--- config.mk ---
export PLATFORM = sky130hd
export DESIGN_NAME = brtc_top
export DESIGN_NICKNAME = d
export VERILOG_FILES = /design/src/hdl/brtc_port.v /design/src/hdl/brtc_top.v
export VERILOG_INCLUDE_DIRS = /design/src /design/src/hdl
export SDC_FILE = /design/constraint.sdc
export NUM_CORES = 1
export LEC_CHECK = 0
export BUFFER_PORTS_ARGS = -buffer_cell sky130_fd_sc_hd__buf_2
export CAP_MARGIN = 20
export CORE_UTILIZATION = 45
export CTS_CLUSTER_DIAMETER = 120
export CTS_CLUSTER_SIZE = 10
export DETAILED_ROUTE_END_ITERATION = 10
export HOLD_SLACK_MARGIN = 0.06
export PLACE_DENSITY_LB_ADDON = 0.05
export SLEW_MARGIN = 10
export SYNTH_ARGS = -nofsm -noshare
export SYNTH_HDL_FRONTEND = slang
export SYNTH_HIERARCHICAL = 1
export SYNTH_SLANG_ARGS = --single-unit
--- constraint.sdc ---
create_clock -name core_clk -period 4.2 [get_ports core_clk]
set_input_delay 0.84 -clock core_clk [delete_from_list [all_inputs] [get_ports core_clk]]
set_output_delay 0.84 -clock core_clk [all_outputs]
set_load 0.05 [all_outputs]
--- src/hdl/brtc_defines.vh ---
`ifndef BRTC_DEFINES_VH
`define BRTC_DEFINES_VH

// Register indices; the byte address is four times the index.
// The timeout byte is lane 1 of the word at index 11h, byte address 45h.
`define BRTC_IDX_TOCTL 12'h011
`define BRTC_TOCTL_LANE 8
`define BRTC_IDX_STATUS 12'h050
`define BRTC_IDX_MASK 12'h051
`define BRTC_IDX_CTRL 12'h052

// Timeout control fields.
`define BRTC_RETRY_LSB 0
`define BRTC_RETRY_MSB 2
`define BRTC_RSVD_BIT 3
`define BRTC_PDIV_LSB 4
`define BRTC_PDIV_MSB 5
`define BRTC_SDIV_LSB 6
`define BRTC_SDIV_MSB 7

// Control fields.
`define BRTC_CTRL_PSERR_EN 0
`define BRTC_CTRL_SSERR_EN 1
`define BRTC_CTRL_PBASE_1K 2
`define BRTC_CTRL_SBASE_1K 3

// Status and mask bits.
`define BRTC_EV_PRETRY 0
`define BRTC_EV_SRETRY 1
`define BRTC_EV_PMTO 2
`define BRTC_EV_SMTO 3

// Reset values.
`define BRTC_TOCTL_RST 8'h00
`define BRTC_CTRL_RST 8'h00
`define BRTC_MASK_RST 4'h0
`define BRTC_STATUS_RST 4'h0

// Retry limit encodings and their exponents.
`define BRTC_RL_E24 3'h0
`define BRTC_RL_E18 3'h1
`define BRTC_RL_E12 3'h2
`define BRTC_RL_E6 3'h3
`define BRTC_RL_E0 3'h7
`define BRTC_RCNT_W 25

// Master timeout base values in clocks.
`define BRTC_MTO_BASE_32K 17'h08000
`define BRTC_MTO_BASE_1K 17'h00400

// Divider encodings and their divisors.
`define BRTC_DIV_1 2'h0
`define BRTC_DIV_8 2'h1
`define BRTC_DIV_16 2'h2
`define BRTC_DIV_256 2'h3

`endif

--- src/hdl/brtc_port.v ---
`timescale 1ns/1ps
`include "brtc_defines.vh"

module brtc_port (
    // Clock and reset
    input wire core_clk,
    input wire rst,
    // Settings
    input wire [2:0] retry_limit,
    input wire [1:0] div_sel,
    input wire base_1k,
    // Transaction events
    input wire retry,
    input wire xact_done,
    input wire mto_start,
    input wire mto_stop,
    // Timeout pulses
    output reg retry_timeout,
    output reg master_timeout
);

reg [`BRTC_RCNT_W-1:0] retry_cnt;
reg [`BRTC_RCNT_W-1:0] limit;
reg [16:0] mto_cnt;
reg [16:0] mto_load;
reg [16:0] base;
reg mto_run;

////////////////////////////////////////////////////////////////////////////////

always @* begin
    case (retry_limit)
        `BRTC_RL_E24: limit = 25'h1000000;
        `BRTC_RL_E18: limit = 25'h0040000;
        `BRTC_RL_E12: limit = 25'h0001000;
        `BRTC_RL_E6: limit = 25'h0000040;
        // Undefined codes fall back to the shortest limit.
        default: limit = 25'h0000001;
    endcase
end

always @* begin
    base = base_1k ? `BRTC_MTO_BASE_1K : `BRTC_MTO_BASE_32K;
    case (div_sel)
        `BRTC_DIV_8: mto_load = base >> 3;
        `BRTC_DIV_16: mto_load = base >> 4;
        `BRTC_DIV_256: mto_load = base >> 8;
        default: mto_load = base;
    endcase
end

////////////////////////////////////////////////////////////////////////////////

always @(posedge core_clk or posedge rst) begin
    if (rst) begin
        retry_cnt <= 25'h0000000;
        retry_timeout <= 1'b0;
        mto_cnt <= 17'h00000;
        mto_run <= 1'b0;
        master_timeout <= 1'b0;
    end else begin
        retry_timeout <= 1'b0;
        master_timeout <= 1'b0;
        if (xact_done) begin
            retry_cnt <= 25'h0000000;
        end else if (retry) begin
            if (retry_cnt + 25'h0000001 >= limit) begin
                retry_cnt <= 25'h0000000;
                retry_timeout <= 1'b1;
            end else begin
                retry_cnt <= retry_cnt + 25'h0000001;
            end
        end
        if (mto_stop) begin
            mto_run <= 1'b0;
        end else if (mto_start) begin
            mto_run <= 1'b1;
            mto_cnt <= mto_load - 17'h00001;
        end else if (mto_run) begin
            if (mto_cnt == 17'h00000) begin
                mto_run <= 1'b0;
                master_timeout <= 1'b1;
            end else begin
                mto_cnt <= mto_cnt - 17'h00001;
            end
        end
    end
end

endmodule // brtc_port

--- src/hdl/brtc_top.v ---
// Behaviour
// - A three-bit retry-limit field bounds how often a target-retried transaction is repeated.
// - Codes 000, 001, 010, 011 and 111 give 2^24, 2^18, 2^12, 2^6 and 2^0 retries; reset zero.
// - Retry timeouts cover reads and writes and raise the system error on an enabled port.
// - The primary divider in bits 5:4 divides the primary master timeout by 1, 8, 16 or 256.
// - The secondary divider in bits 7:6 scales the secondary timeout the same way.
// - Each master timeout base is 32K clocks or 1K when selected, divided afterwards.
// - The timeout control register sits at byte offset 45h, lane 1 of the word at 44h.
`timescale 1ns/1ps
`include "brtc_defines.vh"

module brtc_top (
    // Clock and reset
    input wire core_clk,
    input wire rst,
    // Wishbone slave
    input wire wb_cyc_i,
    input wire wb_stb_i,
    input wire wb_we_i,
    input wire [13:0] wb_adr_i,
    input wire [3:0] wb_sel_i,
    input wire [31:0] wb_dat_i,
    output reg [31:0] wb_dat_o,
    output reg wb_ack_o,
    // Primary side transaction events
    input wire pri_retry,
    input wire pri_xact_done,
    input wire pri_mto_start,
    input wire pri_mto_stop,
    // Secondary side transaction events
    input wire sec_retry,
    input wire sec_xact_done,
    input wire sec_mto_start,
    input wire sec_mto_stop,
    // Timeout pulses to the bridge core
    output wire pri_retry_timeout,
    output wire sec_retry_timeout,
    output wire pri_master_timeout,
    output wire sec_master_timeout,
    // Open-drain system error pins
    output reg pri_serr_out,
    output reg pri_serr_oe_n,
    output reg sec_serr_out,
    output reg sec_serr_oe_n,
    // Interrupt
    output reg irq
);

reg [7:0] toctl;
reg [7:0] ctrl;
reg [3:0] status;
reg [3:0] mask;
reg [31:0] rd_word;
reg [3:0] next_status;
wire [11:0] reg_idx;
wire wr_go;
wire rd_done;
wire wr_toctl;
wire wr_mask;
wire wr_ctrl;
wire rd_clear;
wire any_rto;
wire [3:0] events;

////////////////////////////////////////////////////////////////////////////////

assign reg_idx = wb_adr_i[13:2];
// The access completes on the edge where the master sees ack.
assign wr_go = wb_cyc_i & wb_stb_i & wb_we_i & wb_ack_o;
assign rd_done = wb_cyc_i & wb_stb_i & ~wb_we_i & wb_ack_o;

// byte lane of offset 45h
// Each register listens only to the byte lane it lives in.
assign wr_toctl = wr_go & wb_sel_i[1] & (reg_idx == `BRTC_IDX_TOCTL);
assign wr_mask = wr_go & wb_sel_i[0] & (reg_idx == `BRTC_IDX_MASK);
assign wr_ctrl = wr_go & wb_sel_i[0] & (reg_idx == `BRTC_IDX_CTRL);
// Status clears at the acknowledged edge only, so one read clears once.
assign rd_clear = rd_done & (reg_idx == `BRTC_IDX_STATUS);

////////////////////////////////////////////////////////////////////////////////

// Unmapped words and unused lanes read as zero.
always @* begin
    rd_word = 32'h00000000;
    if (reg_idx == `BRTC_IDX_TOCTL) begin
        rd_word[`BRTC_TOCTL_LANE+7:`BRTC_TOCTL_LANE] = toctl & 8'hf7;
    end else if (reg_idx == `BRTC_IDX_STATUS) begin
        rd_word[7:0] = {4'h0, status};
    end else if (reg_idx == `BRTC_IDX_MASK) begin
        rd_word[7:0] = {4'h0, mask};
    end else if (reg_idx == `BRTC_IDX_CTRL) begin
        rd_word[7:0] = {4'h0, ctrl[3:0]};
    end
end

always @(posedge core_clk or posedge rst) begin
    if (rst) begin
        wb_ack_o <= 1'b0;
        wb_dat_o <= 32'h00000000;
    end else begin
        wb_ack_o <= wb_cyc_i & wb_stb_i & ~wb_ack_o;
        // Read data is captured with the ack and held until the next request.
        if (wb_cyc_i & wb_stb_i & ~wb_ack_o) begin
            wb_dat_o <= rd_word;
        end
    end
end

////////////////////////////////////////////////////////////////////////////////

always @(posedge core_clk or posedge rst) begin
    if (rst) begin
        toctl <= `BRTC_TOCTL_RST;
        ctrl <= `BRTC_CTRL_RST;
        // Mask defaults to all events blocked.
        mask <= `BRTC_MASK_RST;
    end else begin
        if (wr_toctl) begin
            toctl <= wb_dat_i[`BRTC_TOCTL_LANE+7:`BRTC_TOCTL_LANE] & 8'hf7;
        end
        if (wr_mask) begin
            mask <= wb_dat_i[3:0];
        end
        // Only the four defined control bits are stored.
        if (wr_ctrl) begin
            ctrl <= {4'h0, wb_dat_i[3:0]};
        end
    end
end

////////////////////////////////////////////////////////////////////////////////

// Both ports share the retry limit field; each has its own divider and base.
// primary retry limiter
brtc_port u_pri (
    .core_clk(core_clk),
    .rst(rst),
    .retry_limit(toctl[`BRTC_RETRY_MSB:`BRTC_RETRY_LSB]),
    .div_sel(toctl[`BRTC_PDIV_MSB:`BRTC_PDIV_LSB]),
    .base_1k(ctrl[`BRTC_CTRL_PBASE_1K]),
    .retry(pri_retry),
    .xact_done(pri_xact_done),
    .mto_start(pri_mto_start),
    .mto_stop(pri_mto_stop),
    .retry_timeout(pri_retry_timeout),
    .master_timeout(pri_master_timeout)
);

brtc_port u_sec (
    .core_clk(core_clk),
    .rst(rst),
    .retry_limit(toctl[`BRTC_RETRY_MSB:`BRTC_RETRY_LSB]),
    .div_sel(toctl[`BRTC_SDIV_MSB:`BRTC_SDIV_LSB]),
    .base_1k(ctrl[`BRTC_CTRL_SBASE_1K]),
    .retry(sec_retry),
    .xact_done(sec_xact_done),
    .mto_start(sec_mto_start),
    .mto_stop(sec_mto_stop),
    .retry_timeout(sec_retry_timeout),
    .master_timeout(sec_master_timeout)
);

////////////////////////////////////////////////////////////////////////////////

// Event bits in status order: pri retry, sec retry, pri master, sec master.
assign events = {sec_master_timeout, pri_master_timeout, sec_retry_timeout, pri_retry_timeout};
assign any_rto = pri_retry_timeout | sec_retry_timeout;

// A new event in the cycle of a clearing read survives, so none is lost.
always @* begin
    next_status = status;
    if (rd_clear) begin
        next_status = 4'h0;
    end
    next_status = next_status | events;
end

// The interrupt follows the next status value, so it moves with the status bits.
always @(posedge core_clk or posedge rst) begin
    if (rst) begin
        status <= `BRTC_STATUS_RST;
        irq <= 1'b0;
    end else begin
        status <= next_status;
        irq <= |(next_status & mask);
    end
end

////////////////////////////////////////////////////////////////////////////////

// The pins only ever pull low, so the output value stays zero.
always @(posedge core_clk or posedge rst) begin
    if (rst) begin
        pri_serr_out <= 1'b0;
        sec_serr_out <= 1'b0;
        pri_serr_oe_n <= 1'b1;
        sec_serr_oe_n <= 1'b1;
    end else begin
        pri_serr_out <= 1'b0;
        sec_serr_out <= 1'b0;
        // Either port's retry timeout is reported on every port whose enable is set.
        // The pull lasts one cycle; the bus pull-up returns the pin high afterwards.
        // retry timeout to system error
        pri_serr_oe_n <= ~(any_rto
            & ctrl[`BRTC_CTRL_PSERR_EN]);
        sec_serr_oe_n <= ~(any_rto
            & ctrl[`BRTC_CTRL_SSERR_EN]);
    end
end

endmodule // brtc_top

# Word level (Yosys, flattened, before mapping)
# Cells that the tools add are included.
dict set report classes {
  addsub 6
  n_mul 0
  div_mod_pow 0
  n_lt_le_gt_ge 2
  n_eq_ne 15
  shifts 0
  muxes 45
  bitwise 23
  reduce_logical 10
}
# op count
set op_table {}
lappend op_table {{2-to-1 mux 25 bit} 6}
lappend op_table {{2-to-1 mux 17 bit} 6}
lappend op_table {{one-hot mux 17 bit (3 select lines)} 2}
lappend op_table {{one-hot mux 25 bit (4 select lines)} 1}
lappend op_table {{subtractor 17 x 1 -> 17 bit, second input constant} 4}
lappend op_table {{adder 25 x 1 -> 25 bit, second input constant} 2}
lappend op_table {{>= comparator 25 bit} 2}
lappend op_table {{== test 12 x 7 -> 1 bit, second input constant} 3}
lappend op_table {{zero test 17 bit} 2}
lappend op_table {{2-to-1 mux 16 bit} 2}
lappend op_table {{2-to-1 mux 1 bit} 22}
lappend op_table {{2-to-1 mux 4 bit} 4}
lappend op_table {{2-to-1 mux 8 bit} 2}
lappend op_table {{bitwise AND 1 bit} 14}
lappend op_table {{== test 12 x 5 -> 1 bit, second input constant} 1}
lappend op_table {{== test 2 bit, second input constant} 4}
lappend op_table {{nonzero test 2 bit} 4}
lappend op_table {{== test 3 x 2 -> 1 bit, second input constant} 2}
lappend op_table {{NOT 1 bit} 6}
lappend op_table {{AND reduction 3 bit} 2}
lappend op_table {{bitwise AND 4 bit} 1}
lappend op_table {{== test 2 x 1 -> 1 bit, second input constant} 2}
lappend op_table {{!= test 2 bit, second input constant} 2}
lappend op_table {{bitwise OR 4 bit} 1}
lappend op_table {{other kinds (4)} 4}
dict set report word_totals {
  ff_bits 129
  latchBits 0
  ramBits 0
  mem_bits_ro 0
  input_bits 63
  out_inout_bits 42
  elab_cells 120
  memories 0
}

# Longest topological paths before layout
# Gate-level depths: netlist (run 1).
dict set report logic_depth {
  ltp_word 8
  ltp_mapped 17
  depth_no_buf 15
}

# By module
# The synthesis (run 1) kept the hierarchy.
# module instances cells_per_inst area_per_inst_um2 seq_area_each_um2
set by_module_without_submodules {}
lappend by_module_without_submodules {brtc_port 2 420 3310.7 1126.1}
lappend by_module_without_submodules {brtc_top 1 139 1626.6 853.3}

# Worst setup path before layout (run 1)
# OpenSTA, ideal clock, no wires.
dict set report synth_path {
  path_type {flip-flop to flip-flop}
  startpoint {register u_pri.retry_cnt[0]}
  endpoint {register u_pri.retry_cnt[14]}
  setup_ps 69
  t_arrival_ps 3653
  required_ps 4131
  path_slack_ps 478
  path_stages_with_launch 17
  path_buffers 2
  period_less_slack_ps 3722
  path_cell_list {dfrtp_1 -> ha_1 -> nand4_2 -> or4_1 -> buf_2 -> nor2_1 -> and3_1 -> xor2_1 -> ha_1 -> nor2b_1 -> a311o_1 -> o221ai_1 -> o211ai_1 -> a211oi_4 -> buf_2 -> nand3_1 -> nand3_1}
}
dict set report synth_between {
  elab_chain_cells 5
}
# element line
set synth_rtl {}
lappend synth_rtl {{start: declaration} brtc_port.v:22} ;# reg [`BRTC_RCNT_W-1:0] retry_cnt;
lappend synth_rtl {{start signal: assignment} brtc_port.v:71} ;# retry_cnt <= retry_cnt + 25'h0000001;
lappend synth_rtl {{adder 25 x 1 -> 25 bit (*)} {brtc_port.v:67, brtc_port.v:71}}
lappend synth_rtl {{>= comparator 25 bit} brtc_port.v:67} ;# if (retry_cnt + 25'h0000001 >= limit) begin
lappend synth_rtl {{2-to-1 mux 25 bit (*)} brtc_port.v:67}
lappend synth_rtl {{2-to-1 mux 25 bit (*)} brtc_port.v:66} ;# end else if (retry) begin
lappend synth_rtl {{2-to-1 mux 25 bit (*)} brtc_port.v:64} ;# if (xact_done) begin
# Mark *: on every way between the ends. The rest lies on a longest branch, timed or not. The select of a mux whose other input is x is not followed.
# A chain may end at the register's enable or synchronous reset.

# Worst setup path in the final report (run 1)
dict set report layout_path {
  startpoint {register u_sec.retry_cnt[1]}
  endpoint {register u_sec.retry_cnt[11]}
}
dict set report layout_between {
  elab_chain_cells 5
}
# element line
set layout_rtl {}
lappend layout_rtl {{start: declaration} brtc_port.v:22}
lappend layout_rtl {{start signal: assignment} brtc_port.v:71}
lappend layout_rtl {{adder 25 x 1 -> 25 bit (*)} {brtc_port.v:67, brtc_port.v:71}}
lappend layout_rtl {{>= comparator 25 bit} brtc_port.v:67}
lappend layout_rtl {{2-to-1 mux 25 bit (*)} brtc_port.v:67}
lappend layout_rtl {{2-to-1 mux 25 bit (*)} brtc_port.v:66}
lappend layout_rtl {{2-to-1 mux 25 bit (*)} brtc_port.v:64}
# Marked as above.

==> summary.md, run 1 <==
| Metric | Value |
|---|---|
| Fin Setup TNS | `0 ns` |
| CP max FO | `14` |
| Count of different cell masters after synthesis | `65` |
| Worst-Skew Late Latency | `about 0.42 ns` |
| Arrival time at the worst endpoint | `about 4.3 ns` |
| Min Hold Slack | `0.3882 ns` |
| Via density | `5.757` |
| Ys Warns | `6` |
| Worst Path Required | `roughly 4.5 ns` |
| Max VDD drop | `around 280 uV` |
| Clock skew | `0.009635 ns` |
| Main flop type after synthesis | `dfrtp_1` |
| Post-synth EDFFs | `0` |
| Leak | `around 4.1 nW` |
| Total grt overflow | `0` |
| Yosys reg bits | `about 120` |
| R2R setup slack | `approximately 0.28 ns` |
| Number of top-level pins | `105` |
| DRT Pass-1 Iters | `5` |
| Initial antenna violation count | `0` |
| Final antenna-violating net count | `0` |
| Relative slew slack | `0.4815` |
| Antenna diode count | `0` |
| Worst-Margin Slew | `roughly 0.77 ns` |
| Status | `complete, no violations` |
| Vias in the first global route | `6,576` |
| Clock buffer depth | `2` |
| Starting density of the core | `0.4591` |
| Core ar. | `17,960 um2` |
| H-tree Lvls | `4` |
| Final Critical Period | `approximately 4 ns` |
| # setup viols final | `0` |
| RD Place Congestion | `about 0.83` |
| FFs w/ async S/R, synth | `1.000` |
| Max-Cap Viols | `0` |
| DR iter-0 viols | `around 410` |
| Fillers | `1,721` |
| Worst r2r dst | `u_sec/retry_cnt[11]` |
| FMAX | `~0.26 GHz` |
| Placed inst area | `a little under 9000 um2` |
| Period utilisation layout | `0.9328` |
| Root buf cell | `clkbuf_16` |
| Routed wire per std cell | `approximately 16 um` |
| Final Instance Area | `~9300 um2` |
| CP endpoint kind | `register` |
| Die area | `18,870 um2` |
| Die Ht | `roughly 140 um` |
| Layout Utilization | `0.5159` |
| Global-route wire length before repair | `about 33,000 um` |
| Post-CTS setup repair buffer count | `0` |
| Die X | `137.4 um` |
| RSZ-0062 raised after global routing | `false` |
| CP Launch Type | `register` |
| Seq/Total Area, Yosys | `0.3765` |
| DR DRC count | `0` |
| Slew Viols, Final | `0` |
| Worst-path clk slew | `about 0.060 ns` |
| Share of layout cells above drive strength 1 | `0.1523` |
| Dpl hpwl | `between 10,000 and 15,000 um` |
| Nets@finish | `about 1,100` |
| Largest net degree at the start of global routing | `46` |
| Row count | `between 40 and 50` |
| CP Class | `register to register` |
| Post-synthesis instance total | `979` |
| Reg2reg start | `u_sec/retry_cnt[1]` |
| Min-Delay Path Class | `primary input to asynchronous set/reset pin` |
| Total GRT Usage | `0.2243` |
| Pwr per Cell Area | `369.5 nW/um2` |
| Endpoints failing hold | `0` |
| Clock sinks | `124` |
| PortBufs | `56` |
| CTS tree | `yes` |
| Routed WL | `a little over 20,000 um` |
| CTS Buf Count | `17` |
| Synth Area per Inst | `~8.4 um2` |
| Layout area overhead | `12.36%` |
| Vias | `around 7,300` |
| Post-Syn Area | `between 8000 and 9000 um2` |
| FF-to-FF path depth | `15` |
==> cell usage after synthesis, types with 17 or more instances <==
cell | number | area share
nand2_1 | 124 | 0.056
mux2_2 | 17 | 0.023
nand3_1 | 49 | 0.030
nor3_1 | 39 | 0.024
a21oi_1 | 40 | 0.024
dfrtp_1 | 122 | 0.37
inv_1 | 28 | 0.013
o21ai_0 | 55 | 0.033
nor2_1 | 72 | 0.033
nand4_1 | 47 | 0.036
clkbuf_1 | 33 | 0.015
buf_4 | 25 | 0.023
nor2b_1 | 20 | 0.015
==> worst max-delay path: stages, from the launching register on <==
cell	delay, ns
dfrtp_1	0.41
ha_1	0.31
nand4_2	0.14
or4_1	0.46
nor2_1	0.18
and3_1	0.20
xor2_1	0.20
ha_1	0.29
nor2b_1	0.14
a311o_1	0.35
o221ai_1	0.15
o211ai_1	0.19
a211oi_4	0.30
buf_4	0.25
a31oi_1	0.10
o21ai_0	0.15
==> final cells by class <==
type | count | area (um2) | area share
Sequential cell | 124 | 3105 | 0.3351
Timing Repair Buffer | 82 | 495.5 | 0.05346
Tap cell | 229 | 286.5 | 0.03092
Clock inverter | 14 | 167.7 | 0.01809
Multi-Input combinational cell | 763 | 4671 | 0.5040
Clock buffer | 18 | 429.2 | 0.04631
Inverter | 30 | 112.6 | 0.01215
==> cell usage in the layout, fill, tap and decap left out, types with 26 or more instances in the layout <==
master	instances
nand2_1	124
dfrtp_1	122
nor2_1	72
buf_2	56
o21ai_0	54
nand3_1	49
nand4_1	47
a21oi_1	40
nor3_1	39
inv_1	26
==> metal layers <==
layer	GRT usage	share of wire	vias up	wire [um]
met5	0	0	-	0
met3	0.04820	0.044	12	888
met4	0.05311	0.0065	0	132
li1	-	-	3668	-
met1	0.3148	0.50	3422	10230
met2	0.3504	0.45	152	9060
==> kinds of logic (layout without fill, tap and decap cells) <==
logic type | count (synthesis) | after routing | synth area share
xor+xnor | 22 | 22 | 0.02336
mux | 23 | 23 | 0.03049
fa+ha+maj | 14 | 14 | 0.02124
other cells | 1 | 23 | 0.0004547
buf+inv | 114 | 144 | 0.06781
flops | 124 | 124 | 0.3765
simple gates | 461 | 461 | 0.2955
compound gates | 220 | 220 | 0.1846
==> state kept, by name, summed over array words and instances, names as in the netlist, 4 cells and up <==
name,flops
u_pri/retry_cnt,25
u_sec/mto_cnt,17
toctl,7
mask,4
ctrl,4
wb_dat_o,11
u_sec/retry_cnt,25
status,4
u_pri/mto_cnt,17
==> per-stage QoR <==
stage / power (mW) / worst slack (ns) / instances
floorplan: 1.824 / 0.4785 / 1001
global placement: 1.941 / 0.3029 / 1227
detailed placement: 1.948 / 0.3082 / 1227
CTS: 3.469 / 0.3062 / 1259
global route: 3.607 / 0.001300 / 1260
finish: 3.425 / 0.2820 / 1260
==> how the worst max path moves through the flow <==
stage,start,endpoint,cells after the start
floorplan,u_pri/retry_cnt[0],u_pri/retry_cnt[14],16
global placement,u_sec/retry_cnt[1],u_sec/retry_cnt[8],15
detailed placement,u_sec/retry_cnt[1],u_sec/retry_cnt[11],15
CTS,u_sec/retry_cnt[1],u_sec/retry_cnt[0],14
global route,u_pri/retry_cnt[1],u_pri/retry_cnt[20],14
finish,u_sec/retry_cnt[1],u_sec/retry_cnt[11],15
==> report_power, final <==
group | internal, mW | leakage, nW | switching (mW)
Clock | 0.935 | 0.299 | 0.562
Combinational | 0.194 | 2.11 | 0.330
Sequential | 1.30 | 1.67 | 0.105
Total | 2.43 | 4.07 | 0.997
==> repair_timing <==
| item | 4_1_cts | 5_1_grt |
|---|---|---|
| endpoints found under the setup margin | 0 | 1 |
| hold buffers | 0 | 0 |
| resized for setup | 0 | 3 |
(Power assumes the default switching activity.)
==> inputs of run 2 (changes only) <==
--- a/config.mk
+++ b/config.mk
@@ -13,7 +13,6 @@
 export CTS_CLUSTER_SIZE = 10
 export DETAILED_ROUTE_END_ITERATION = 10
 export HOLD_SLACK_MARGIN = 0.06
-export PLACE_DENSITY_LB_ADDON = 0.05
 export SLEW_MARGIN = 10
 export SYNTH_ARGS = -nofsm -noshare
 export SYNTH_HDL_FRONTEND = slang
==> run 2 against run 1 <==
  * Total power increased by 2.7%
  * Clock-buffer cell count increased by 1
  * Sequential power about the same
  * Final cell count decreased by 0.40%
  * Via count increased by 2.4%
  * Critical path depth unchanged
  * Wire length decreased by 0.97%
  * Cell area increased by 0.13%
  * Maximum frequency decreased by 0.82%
  * Setup slack got worse by 0.032 ns
  * Worst hold slack got worse by 0.0077 ns
  * Flip-flop and latch count unchanged
==> summary.md, run 2 (synthesis gave the netlist of run 1 again) <==
| Metric | Value |
|---|---|
| Setup ws final | `0.2496 ns (-0.03249 ns)` |
| Clock sinks | `124 (unchanged)` |
| Leading cell types in the layout, fill and taps excluded | `nand2_1 (124), dfrtp_1 (122), nor2_1 (72)` |
| Total GRT Usage | `0.2219 (-0.002401)` |
| Number of top-level pins | `105 (unchanged)` |
| Initial antenna violation count | `0 (unchanged)` |
| Worst-Skew Late Latency | `0.42 ns (about the same)` |
| Die Ht | `137.4 um (unchanged)` |
| Starting density of the core | `0.4591 (unchanged)` |
| Period utilisation layout | `0.9406 (+0.007735)` |
| DRT Pass-1 Iters | `5 (unchanged)` |
| Row count | `49 (unchanged)` |
| PortBufs | `56 (unchanged)` |
| Pre-CTS setup slack | `0.2334 ns (-0.07487 ns)` |
| Root buf cell | `clkbuf_16` |
| Via density | `5.921 (+2.8%)` |
| Post-CTS setup repair buffer count | `0 (unchanged)` |
| CP Class | `register to register` |
| Fin Setup TNS | `0 ns (unchanged)` |
| Top Metal Used | `met4` |
| R2R setup slack | `0.25 ns (-0.03 ns)` |
| Commonest non-fill, non-tap cell in the layout | `nand2_1` |
| Final antenna-violating net count | `0 (unchanged)` |
| Clock skew | `0.01058 ns (+0.0009459 ns)` |
| CP max FO | `17 (+3)` |
| CTS tree | `yes` |
| CP Launch Type | `register` |
| DR WL met3 | `814 um (-8.3%)` |
| Clock buffer depth | `2 (unchanged)` |
| Global-route wire length before repair | `33,400 um (about the same)` |
| Layout area overhead | `12.52%` |
| Leak | `4.048 nW (-0.59%)` |
| Max-Cap Viols | `0 (unchanged)` |
| Dpl hpwl | `13,780 um (-3.0%)` |
| RD Place Congestion | `0.8387 (+0.94%)` |
| Met1 Wirelength | `10,040 um (-1.9%)` |
| Relative slew slack | `0.4364 (-0.04508)` |
| Pwr per Cell Area | `379.1 nW/um2 (+2.6%)` |
| Final Critical Period | `3.950 ns (+0.03248 ns)` |
| Die area | `18,870 um2 (unchanged)` |
| Endpoints failing hold | `0 (unchanged)` |
| DR DRC count | `0 (unchanged)` |
| Final Instance Area | `9280 um2 (+0.13%)` |
| # setup viols final | `0 (unchanged)` |
| Worst-path clk slew | `0.06 ns (about the same)` |
| Max VDD drop | `332.2 uV (+18%)` |
| Status | `complete, no violations` |
| Min Hold Slack | `0.3805 ns (-0.007700 ns)` |
| RSZ-0062 raised after global routing | `false` |
| Slew Viols, Final | `0 (unchanged)` |
| CTS Buf Count | `17 (unchanged)` |
| Largest net degree at the start of global routing | `46 (unchanged)` |
| Biggest regs | `u_pri/retry_cnt: 25 flops, u_sec/retry_cnt: 25 flops` |
| Worst-Margin Slew | `0.8416 ns (+0.07093 ns)` |
| Vias | `7,431 (+2.4%)` |
| Placed inst area | `8598 um2 (-0.52%)` |
| Arrival time at the worst endpoint | `4.29 ns (+0.04 ns)` |
| Share of layout cells above drive strength 1 | `0.1501 (-0.002182)` |
| DR iter-0 viols | `475 (+15%)` |
| Routed wire per std cell | `16.02 um (-0.58%)` |
| Overall power | `3.518 mW (+2.7%)` |
| H-tree Lvls | `4 (unchanged)` |
| Die X | `137.4 um (unchanged)` |
| Worst Path Required | `4.54 ns (about the same)` |
| Routed WL | `20,110 um (-0.97%)` |
| Core ar. | `17,960 um2 (unchanged)` |
| Min-Delay Path Class | `primary input to asynchronous set/reset pin` |
| CP endpoint kind | `register` |
| Total grt overflow | `0 (unchanged)` |
| CTS Hold Bufs | `0 (unchanged)` |
| Antenna diode count | `0 (unchanged)` |
| Met2 WL | `9105 um (+0.50%)` |
| Vias in the first global route | `6,675 (+1.5%)` |
| Nets@finish | `1,090 (-0.46%)` |
| FMAX | `0.2531 GHz (-0.82%)` |
-- run 2: final timing paths --
kind / startpoint / cells after the start / end
min reg2reg: wb_dat_o[1] / 2 / wb_dat_o[1]
min: rst / 2 / u_pri/mto_cnt[6]
max in group asynchronous: rst / 3 / sec_serr_oe_n
max reg2reg: u_pri/retry_cnt[1] / 15 / u_pri/retry_cnt[2]
min in group core_clk: wb_dat_o[1] / 2 / wb_dat_o[1]
max: u_pri/retry_cnt[1] / 15 / u_pri/retry_cnt[2]
-- run 2: layout make-up --
class	instances	area, um2
clock buffers	19	452.9
flip-flops and latches	124	3105
clock inverters	13	186.4
well taps	229	286.5
inverters	30	112.6
fillers	1708	8683
multi-input cells	763	4673
repair buffers	77	462.9
-- run 2: power by group --
part           internal, mW  switching (mW)  leakage [nW]
clock network          1.03           0.564         0.302
logic                 0.193           0.329          2.08
registers              1.30           0.107          1.67
total                  2.52           0.999          4.05
-- run 2: worst max-delay path: stages (launching register included) --
cell	delay, ns
dfrtp_1	0.43
ha_2	0.28
nand4_2	0.12
or4_1	0.45
nor2_1	0.18
and3_1	0.19
xor2_1	0.22
ha_1	0.29
nor2b_1	0.15
a311o_1	0.36
o221ai_1	0.16
o211ai_1	0.18
a211oi_4	0.30
buf_4	0.28
a31oi_1	0.11
mux2i_1	0.17
-- run 2: repair_timing --
action	CTS	global route
hold endpoints to repair	0	0
endpoints found under the setup margin	0	3
gates resized for setup	0	1
-- run 2: stage by stage --
stage / instances / utilization
global route: 1255 / 0.5166
global placement: 1221 / 0.4787
finish: 1255 / 0.5166
floorplan: 1001 / -
CTS: 1253 / 0.5142
detailed placement: 1221 / 0.4787
-- run 2: per-layer routing --
layer,GRT usage,up-vias
met5,0,-
met2,0.3437,168
met3,0.03495,15
li1,-,3643
met1,0.3170,3605
met4,0.06593,0
